### config.mk
export PLATFORM = sky130hd
export DESIGN_NAME = gpt_timer16
export DESIGN_NICKNAME = d
export VERILOG_FILES = /design/src/core/gpt_pkg.sv /design/src/core/gpt_timer16.sv
export SDC_FILE = /design/constraint.sdc
export NUM_CORES = 1
export LEC_CHECK = 0
export BUFFER_PORTS_ARGS = -buffer_cell sky130_fd_sc_hd__buf_2
export CAP_MARGIN = 10
export CELL_PAD_IN_SITES_DETAIL_PLACEMENT = 0
export CELL_PAD_IN_SITES_GLOBAL_PLACEMENT = 1
export CORE_AREA = 2 2 95 97
export CTS_BUF_LIST = sky130_fd_sc_hd__clkbuf_2
export DETAILED_ROUTE_END_ITERATION = 16
export DIE_AREA = 0 0 97 99
export PLACE_DENSITY_LB_ADDON = 0.05
export SYNTH_ARGS = -nofsm -noshare
export SYNTH_HDL_FRONTEND = slang
export SYNTH_SLANG_ARGS = --single-unit
export TNS_END_PERCENT = 20
### constraint.sdc
create_clock -name clk_i -period 5.95 [get_ports clk_i]
set_clock_uncertainty 0.05 [all_clocks]
set_input_delay 0.2975 -clock clk_i [delete_from_list [all_inputs] [get_ports clk_i]]
set_output_delay 0.2975 -clock clk_i [all_outputs]
set_load 0.005 [all_outputs]
### src/core/gpt_pkg.sv
/*
  package of the general-purpose 16-bit timer: register indices, control
  field layout, reset values, prescaler terminal counts and shared types.
  assumes a 32-bit classic wishbone slave; each register index is eight
  bytes apart on the bus.
*/
package gpt_pkg;

  // ---------------------------------------------------------------
  // register indices (byte address is four times the index)
  // ---------------------------------------------------------------
  localparam logic [9:0]  GPT_IDX_COUNT   = 10'h100;
  localparam logic [9:0]  GPT_IDX_PERIOD  = 10'h102;
  localparam logic [9:0]  GPT_IDX_CONTROL = 10'h104;
  localparam logic [9:0]  GPT_IDX_STATUS  = 10'h106;
  localparam logic [9:0]  GPT_IDX_MASK    = 10'h108;

  // ---------------------------------------------------------------
  // control fields and reset values
  // ---------------------------------------------------------------
  localparam int          GPT_BIT_ON      = 15;
  localparam int          GPT_BIT_IDLE    = 13;
  localparam int          GPT_BIT_GATE    = 6;
  localparam int          GPT_BIT_PS_HI   = 5;
  localparam int          GPT_BIT_PS_LO   = 4;
  localparam int          GPT_BIT_SYNC    = 2;
  localparam int          GPT_BIT_CS      = 1;
  localparam logic [15:0] GPT_RST_COUNT   = 16'h0000;
  localparam logic [15:0] GPT_RST_PERIOD  = 16'hffff;
  localparam logic [15:0] GPT_RST_CONTROL = 16'h0000;
  localparam logic [1:0]  GPT_RST_IRQ     = 2'h0;

  // status / mask bit positions
  localparam int          GPT_IRQ_MATCH   = 0;
  localparam int          GPT_IRQ_GATE    = 1;

  // prescale select codes and their terminal counts (divide minus one)
  localparam logic [1:0]  GPT_PS_1        = 2'h0;
  localparam logic [1:0]  GPT_PS_8        = 2'h1;
  localparam logic [1:0]  GPT_PS_64       = 2'h2;
  localparam logic [1:0]  GPT_PS_256      = 2'h3;
  localparam logic [7:0]  GPT_TC_1        = 8'h00;
  localparam logic [7:0]  GPT_TC_8        = 8'h07;
  localparam logic [7:0]  GPT_TC_64       = 8'h3f;
  localparam logic [7:0]  GPT_TC_256      = 8'hff;

  typedef struct packed {
    logic       timer_on;
    logic       stop_in_idle;
    logic       gate_accumulate_enable;
    logic [1:0] prescale_select;
    logic       external_sync_select;
    logic       clock_source_select;
  } gpt_ctrl_s;

  typedef enum logic [1:0] {
    GPT_MODE_TIMER,
    GPT_MODE_GATED,
    GPT_MODE_SYNC_CNT,
    GPT_MODE_ASYNC_CNT
  } gpt_mode_e;

endpackage : gpt_pkg

### src/core/gpt_timer16.sv
/*
  16-bit general-purpose timer/counter with gated accumulation, a
  four-setting prescaler, idle/sleep gating and a masked interrupt.
  assumes a classic wishbone master on clk_i, cpu power-state levels from
  logic on clk_i, and an external clock/gate pin from outside the domain.
*/
`timescale 1ns/1ps

module gpt_timer16
  import gpt_pkg::*;
(
  input  wire logic        clk_i,
  input  wire logic        rst_i,
  input  wire logic        wb_cyc_i,
  input  wire logic        wb_stb_i,
  input  wire logic        wb_we_i,
  input  wire logic [11:0] wb_adr_i,
  input  wire logic [3:0]  wb_sel_i,
  input  wire logic [31:0] wb_dat_i,
  output logic      [31:0] wb_dat_o,
  output logic             wb_ack_o,
  input  wire logic        ext_clock_gate_pin_i,
  input  wire logic        cpu_idle_i,
  input  wire logic        cpu_sleep_i,
  output logic             irq_o
);

  // ---------------------------------------------------------------
  // functions
  // ---------------------------------------------------------------
  function automatic logic [15:0] merge16(input logic [15:0] old_v, input logic [31:0] wd,
                                          input logic [3:0] sel);
    merge16 = {sel[1] ? wd[15:8] : old_v[15:8], sel[0] ? wd[7:0] : old_v[7:0]};
  endfunction : merge16

  function automatic logic [7:0] ps_limit(input logic [1:0] code);
    case (code)
      GPT_PS_1:   ps_limit = GPT_TC_1;
      GPT_PS_8:   ps_limit = GPT_TC_8;
      GPT_PS_64:  ps_limit = GPT_TC_64;
      GPT_PS_256: ps_limit = GPT_TC_256;
      default:    ps_limit = GPT_TC_1;
    endcase
  endfunction : ps_limit

  // ---------------------------------------------------------------
  // registers
  // ---------------------------------------------------------------
  logic [15:0] count_q, count_d;
  logic [15:0] period_q;
  gpt_ctrl_s   ctrl_q;
  logic [1:0]  status_q, status_d;
  logic [1:0]  mask_q;
  logic [7:0]  ps_q, ps_d;
  logic        ack_q;
  logic [31:0] rdata_q;
  logic        pin_meta_q, pin_sync_q, pin_prev_q;

  // ---------------------------------------------------------------
  // bus decode
  // ---------------------------------------------------------------
  // ack comes one cycle after the request; writes and read side effects land
  // on the edge where the master sees ack, so nothing happens twice.
  wire logic [9:0]  reg_idx    = wb_adr_i[11:2];
  wire logic        bus_req    = wb_cyc_i & wb_stb_i;
  wire logic        bus_done   = bus_req & ack_q;
  wire logic        wr_en      = bus_done & wb_we_i;
  wire logic        rd_en      = bus_done & ~wb_we_i;
  wire logic        hit_count  = (reg_idx == GPT_IDX_COUNT);
  wire logic        hit_period = (reg_idx == GPT_IDX_PERIOD);
  wire logic        hit_ctrl   = (reg_idx == GPT_IDX_CONTROL);
  wire logic        hit_status = (reg_idx == GPT_IDX_STATUS);
  wire logic        hit_mask   = (reg_idx == GPT_IDX_MASK);
  wire logic        count_wr   = wr_en & hit_count;
  wire logic        ctrl_wr    = wr_en & hit_ctrl;
  wire logic        status_rd  = rd_en & hit_status;

  wire logic [15:0] ctrl_word  = {ctrl_q.timer_on, 1'b0, ctrl_q.stop_in_idle, 6'h00,
                                  ctrl_q.gate_accumulate_enable, ctrl_q.prescale_select,
                                  1'b0, ctrl_q.external_sync_select,
                                  ctrl_q.clock_source_select, 1'b0};
  wire logic [15:0] ctrl_new   = merge16(ctrl_word, wb_dat_i, wb_sel_i);
  wire logic        on_clear   = ctrl_wr & ctrl_q.timer_on & ~ctrl_new[GPT_BIT_ON];

  wire logic [31:0] rdata_mux  = hit_count  ? {16'h0000, count_q}  :
                                 hit_period ? {16'h0000, period_q} :
                                 hit_ctrl   ? {16'h0000, ctrl_word} :
                                 hit_status ? {30'h00000000, status_q} :
                                 hit_mask   ? {30'h00000000, mask_q} : 32'h00000000;

  // ---------------------------------------------------------------
  // mode and clock selection
  // ---------------------------------------------------------------
  gpt_mode_e mode;
  always_comb begin
    if (!ctrl_q.clock_source_select) begin
      mode = ctrl_q.gate_accumulate_enable ? GPT_MODE_GATED : GPT_MODE_TIMER;
    end else begin
      mode = ctrl_q.external_sync_select ? GPT_MODE_SYNC_CNT : GPT_MODE_ASYNC_CNT;
    end
  end

  // the pin is sampled twice before use in every mode; asynchronous mode
  // differs only in that it survives sleep.
  wire logic pin_rise = pin_sync_q & ~pin_prev_q;
  wire logic pin_fall = ~pin_sync_q & pin_prev_q;

  logic base_tick;
  logic power_ok;
  always_comb begin
    base_tick = 1'b0;
    power_ok  = 1'b0;
    case (mode)
      GPT_MODE_TIMER: begin
        base_tick = 1'b1;
        power_ok  = ~cpu_sleep_i & ~(cpu_idle_i & ctrl_q.stop_in_idle);
      end
      GPT_MODE_GATED: begin
        base_tick = pin_sync_q;
        power_ok  = ~cpu_sleep_i & ~(cpu_idle_i & ctrl_q.stop_in_idle);
      end
      GPT_MODE_SYNC_CNT: begin
        base_tick = pin_rise;
        power_ok  = ~cpu_sleep_i & ~(cpu_idle_i & ctrl_q.stop_in_idle);
      end
      GPT_MODE_ASYNC_CNT: begin
        base_tick = pin_rise;
        power_ok  = ~(cpu_idle_i & ctrl_q.stop_in_idle);
      end
      default: begin
        base_tick = 1'b0;
        power_ok  = 1'b0;
      end
    endcase
  end

  wire logic tick_in    = ctrl_q.timer_on & power_ok & base_tick;
  wire logic ps_wrap    = (ps_q == ps_limit(ctrl_q.prescale_select));
  wire logic count_tick = tick_in & ps_wrap;
  wire logic at_period  = (count_q == period_q);
  wire logic match_evt  = count_tick & at_period & ~count_wr;
  wire logic gate_evt   = ctrl_q.timer_on & (mode == GPT_MODE_GATED) & pin_fall;

  // ---------------------------------------------------------------
  // next-state logic
  // ---------------------------------------------------------------
  always_comb begin
    ps_d = ps_q;
    if ((count_wr & ctrl_q.timer_on) | on_clear) begin
      ps_d = 8'h00;
    end else if (tick_in) begin
      ps_d = ps_wrap ? 8'h00 : ps_q + 8'h01;
    end
  end

  always_comb begin
    count_d = count_q;
    if (count_wr) begin
      count_d = merge16(count_q, wb_dat_i, wb_sel_i);
    end else if (count_tick) begin
      count_d = at_period ? GPT_RST_COUNT : count_q + 16'h0001;
    end
  end

  // a new event in the clearing read's cycle survives it
  always_comb begin
    status_d = status_rd ? GPT_RST_IRQ : status_q;
    if (match_evt) begin
      status_d[GPT_IRQ_MATCH] = 1'b1;
    end
    if (gate_evt) begin
      status_d[GPT_IRQ_GATE] = 1'b1;
    end
  end

  // ---------------------------------------------------------------
  // flip-flops
  // ---------------------------------------------------------------
  always_ff @(posedge clk_i) begin
    if (rst_i) begin
      pin_meta_q <= 1'b0;
      pin_sync_q <= 1'b0;
      pin_prev_q <= 1'b0;
    end else begin
      pin_meta_q <= ext_clock_gate_pin_i;
      pin_sync_q <= pin_meta_q;
      pin_prev_q <= pin_sync_q;
    end
  end

  always_ff @(posedge clk_i) begin
    if (rst_i) begin
      ack_q   <= 1'b0;
      rdata_q <= 32'h00000000;
    end else begin
      ack_q   <= bus_req & ~ack_q;
      rdata_q <= rdata_mux;
    end
  end

  always_ff @(posedge clk_i) begin
    if (rst_i) begin
      count_q  <= GPT_RST_COUNT;
      ps_q     <= 8'h00;
      status_q <= GPT_RST_IRQ;
    end else begin
      count_q  <= count_d;
      ps_q     <= ps_d;
      status_q <= status_d;
    end
  end

  always_ff @(posedge clk_i) begin
    if (rst_i) begin
      period_q <= GPT_RST_PERIOD;
      ctrl_q   <= gpt_ctrl_s'(7'h00);
      mask_q   <= GPT_RST_IRQ;
    end else begin
      if (wr_en & hit_period) begin
        period_q <= merge16(period_q, wb_dat_i, wb_sel_i);
      end
      if (ctrl_wr) begin
        ctrl_q.timer_on               <= ctrl_new[GPT_BIT_ON];
        ctrl_q.stop_in_idle           <= ctrl_new[GPT_BIT_IDLE];
        ctrl_q.gate_accumulate_enable <= ctrl_new[GPT_BIT_GATE];
        ctrl_q.prescale_select        <= ctrl_new[GPT_BIT_PS_HI:GPT_BIT_PS_LO];
        ctrl_q.external_sync_select   <= ctrl_new[GPT_BIT_SYNC];
        ctrl_q.clock_source_select    <= ctrl_new[GPT_BIT_CS];
      end
      if (wr_en & hit_mask & wb_sel_i[0]) begin
        mask_q <= wb_dat_i[1:0];
      end
    end
  end

  assign wb_ack_o = ack_q;
  assign wb_dat_o = rdata_q;
  assign irq_o    = |(status_q & mask_q);
endmodule : gpt_timer16

* Word-level counts from Yosys, hierarchy flattened
Cells that the tools add are included.
** Storage, ports and cells
- Register bits :: 87
- Bits of input ports :: 56
- Output and inout bits :: 34
** Operators by class
- $add $sub $neg :: 2
- Equality and inequality tests :: 15
- Muxes and demuxes :: 21
- Bitwise gates (word level) :: 35
- Reductions and logical operators :: 16
** Operators by type and width (count)
- $mux 16 :: 6
- $eq 10x9->1 const B :: 5
- $mux 8 :: 4
- $pmux 8 s4 :: 1
- $and 1x1->1 :: 25
- $add 16x1->16 const B :: 1
- $eq 16x16->1 :: 1
- $reduce_and 2->1 :: 6
- $add 8x1->8 const B :: 1
- $eq 2x2->1 const B :: 4
- $eq 8x8->1 :: 1
- $mux 2 :: 4
- $not 1->1 :: 8
- $reduce_bool 2->1 :: 3
- $reduce_or 2->1 :: 3
- $reduce_or 5->1 :: 1
- $eq 2x1->1 const B :: 2
- $logic_not 2->1 :: 2
- $mux 1 :: 4
- $ne 2x2->1 const B :: 2
- $pmux 1 s3 :: 1
- $reduce_or 3->1 :: 1
- $and 2x2->2 :: 1
- $pmux 1 s2 :: 1
- $or 1x1->1 :: 1

* Logic depth before layout (Yosys ltp)
- Depth in word-level cells :: 11
- Depth in mapped cells :: 9
- Gate-level depth less buffers :: 7

* Worst setup path after synthesis
Ideal clock, no wire load.
- Path kind :: flip-flop to flip-flop
- Start :: register ctrl_q[3] (netlist bit)
- End :: register count_q[2]
- Setup time :: 0.131 ns
- Arrival time :: 2.101 ns
- Required time :: 5.769 ns
- Slack :: 3.668 ns
- Stages on the path, launching flop included :: 8
- Cells stage by stage :: dfxtp_1 > mux2_2 > o31ai_1 > o2111ai_1 > o31a_1 > buf_2 > o21ai_0 > o31ai_1
** On the way
- Word-level cells in the longest chain between the ends :: 6
- Elaborated cells on any way between the ends :: 9
** RTL lines
- from (decl) :: RTL line gpt_timer16.sv:51 : gpt_ctrl_s ctrl_q;
- from (signal assigned) :: RTL line gpt_timer16.sv:216 : ctrl_q <= gpt_ctrl_s'(7'h00);
- $eq 2x2->1 (tied with other cells) :: RTL line gpt_timer16.sv:37 : case (code)
- $pmux 8 s4 * :: RTL line gpt_timer16.sv:37
- $eq 8x8->1 * :: RTL line gpt_timer16.sv:138 : wire logic ps_wrap = (ps_q == ps_limit(ctrl_q.prescale_select));
- $and 1x1->1 * :: RTL line gpt_timer16.sv:139 : wire logic count_tick = tick_in & ps_wrap;
- $reduce_bool 2->1 (no line) *
- $reduce_and 2->1 (no line) *
- to (signal assigned) :: RTL line gpt_timer16.sv:207 : count_q <= count_d;
- to (decl) :: RTL line gpt_timer16.sv:49 : logic [15:0] count_q, count_d;
Every way passes the cells marked *; elsewhere a longest branch is shown, timed or not.
A chain may end at the register's enable or synchronous reset.

* Worst setup path in the final report
- Start :: register ctrl_q[3] (netlist bit)
- End :: register count_q[1]
Same word-level chain as after synthesis.

==> qor.txt <==
Status: completed
Worst Hold Class: input port to register
Final core utilization: 49.20%
CP Max Fanout: 16
Postcts setup bufs: 0
Initial drt markers: 156
Top FF cell, synth: dfxtp_1
Core ar.: 8551 µm²
Max_cap viols: 0
Slew Viols, Final: 0
Placed insts: 559
Fin crit share: 47.67%
Commonest non-fill, non-tap cell in the layout: dfxtp_1
Worst R2R Start: ctrl_q[3]
Antenna diodes: 0
Reg2reg end: count_q[1]
Worst Hold Depth: 4
Share of cells above drive strength 1: 16.53%
Sw power: 0.1899 mW
Final worst setup slack: 3.114 ns
Number of flops mapped to enable cells by yosys: 0
Startpoint types: register
Final non-filler cell total: 592
FFs w/ async S/R, synth: 0%
Clk pin slew, worst setup/hold paths: 0.18 ns
Final Hold Viols: 0
Relative slew margins: 32.78%
CP Class: register to register
Fin nets: 539
Placer Congestion: 0.7872
Mapped Area: 3709 µm²
Ranking of synthesized cells by area: dfxtp_1 (38%), xnor2_1 (4.5%), a211o_1 (4.0%), nor2b_1 (3.9%), nor2_1 (3.8%)
IO Pins: 90
Routed Antenna Nets: 0
Synth-to-Final Area Change: 13.43%
WHS Endpoint: status_q[1]
First-pass GRT wire length: 15.90 mm
Clock share of power: 29.1%
CP Data Required Time: 6.28 ns
Crit end category: register
Path depth of the worst reg2reg path: 6
Drt total wl: 9.708 mm
Initial core utilization: 43.37%
DIE AREA: 9603 µm²
Antenna violations before repair: 0
Setup TNS: 0 ns
Fill cell count: 873
Bufs and invs on worst path: 0
Synthesized flop and latch total: 71
Die X: 97 µm
Crit-path slowest cell: o31a_1
CP Cell Sequence: mux2_2 -> o31ai_1 -> o2111ai_1 -> o31a_1 -> a221oi_1 -> a211oi_1
Pint: 0.5496 mW
Power Density: 175.8 nW/µm²
DR pass1 iterations: 5
Final Critical Period: 2.836 ns
R2R Setup Slk: 3.11 ns
Vias in the first global route: 3125
Share of power burned in registers: 64.6%
Area of the multi-input gates: 2067 µm²
DR DRC count: 0
P_leak: 1.514 nW
RSZ-0062 raised after global routing: no
Die H: 99 µm
Distinct cells, synth: 62
Yosys warns: 0
Clk sinks: 71
Max Freq: 352.6 MHz
Maximum clock insertion buffer count: 2
Core Rows: 34
Overflow after GRT: 0
Top cell type by total area after synthesis: dfxtp_1
Crit path max-delay family: compound AO/OA/AOI/OAI gates
Worst skew pair latency: 0.51 ns
Setup WS pre-CTS: 2.779 ns
GRT Overall Usage: 20.62%
Most frequent cells in the layout: dfxtp_1 (71), buf_2 (53), nor2_1 (38), nand2_1 (29), nor2b_1 (23)
WL/cell: 16.40 µm
Part of the power in combinational logic: 6.3%
Yosys top cell area share: 38.33%
WP data arrival: 3.17 ns
Cell count after synthesis: 424
Worst hold start: wb_we_i
Largest net degree at the start of global routing: 73
PortBufs: 53
CTS buffer count: 9
Net Sw Frac: 25.68%
Register area: 1421 µm²
Post-synthesis average cell area: 8.747 µm²
Dpl hpwl: 6.529 mm
Max incr delay on CP: 0.69 ns
Vias per inst: 5.617
TritonCTS clock tree: built
Seq/Total Area, Yosys: 38.33%
Overall via count from detail_route: 3325
Peak supply drop: 87.32 µV
Worst Tran Pin Value: 1.007 ns
CTS H-tree lvls: 3
Clock root buffer: clkbuf_2
Setup violators final: 0
flip-flops by register name, indices dropped and copies added, names as in the netlist:
register	cells
ctrl_q	7
wb_ack_o	1
ps_q	8
pin_sync_q	1
mask_q	2
pin_prev_q	1
wb_dat_o	16
status_q	2
pin_meta_q	1
count_q	16
period_q	16
cells by family (layout without fill, tap and decap cells):
group	Yosys count	in the layout	synth area share, %
compound gates	105	105	21.32
xor+xnor	21	21	4.960
fa+ha+maj	2	2	0.6747
buf+inv	53	98	7.625
flops	71	71	38.33
mux	10	10	2.733
other cells	1	16	0.1011
simple gates	161	161	24.26
cells in the mapped netlist (3+ instances only):
cell and number:
mux2i_1 9, nor3_1 7, nand4_1 11, and3_1 7, nor2_1 38, or3_1 3
a21oi_1 20, nand2b_1 7, nor2b_1 23, o32ai_1 5, clkbuf_1 19, nand3_1 6
dfxtp_1 71, nor4_1 9, nand2_1 29, o41ai_1 4, a211o_1 17, xnor2_1 19
a22oi_1 11, buf_2 7, o21ai_0 11, a222oi_1 8, a211oi_1 6, inv_1 8
and4_1 3, buf_4 18
tightest hold or removal path: stages:
cell	delay, ns
buf_2	0.10
nand4bb_1	0.15
a21oi_1	0.07
nor2_1	0.07
layer usage:
layer  vias up  track usage (%)  part of all wire (%)
li1       1648                -                     -
met1      1586            28.37                    49
met2        77            32.32                    45
met3        14            4.184                   4.2
met4         0            7.259                   1.6
met5         -                0                     0
cell type report:
cell class                 count  area share, %
multi-input combinational    315          49.14
sequential                    71          33.79
timing repair buffer          76          11.54
tap                          108          3.212
clock buffer                  11          1.309
inverter                       8         0.7139
clock inverter                 3         0.2974
power groups by stage:
stage / Clock [mW] / Sequential [mW] / Combinational [mW]
detailed placement: 0 / 0.488 / 0.0370
CTS: 0.227 / 0.478 / 0.0466
global placement: 0 / 0.488 / 0.0368
finish: 0.215 / 0.478 / 0.0464
floorplan: 0 / 0.488 / 0.0251
global route: 0.248 / 0.479 / 0.0509
what timing repair did:
| action | CTS | global route |
|---|---|---|
| resized for setup | 0 | 0 |
| hold buffers | 19 | 0 |
| endpoints found under the hold margin | 19 | 0 |
worst max-delay path by stage:
stage | from | endpoint | depth (start not counted)
final | ctrl_q[3] | count_q[1] | 6
after global routing | ctrl_q[3] | count_q[13] | 6
after CTS | ctrl_q[3] | count_q[0] | 6
after detailed placement | wb_adr_i[7] | period_q[12] | 6
after global placement | wb_adr_i[7] | period_q[8] | 6
after floorplan | ctrl_q[3] | count_q[2] | 7
through the flow:
step	power [mW]	area (µm²)	hold WS, ns
final	0.7395	4207	0.1621
after CTS	0.7521	4207	0.1196
after detailed placement	0.5247	3949	0.3815
after global placement	0.5244	3949	0.3710
after floorplan	0.5126	3765	0.3638
after global routing	0.7778	4207	0.1571
(Power assumes the default switching activity.)
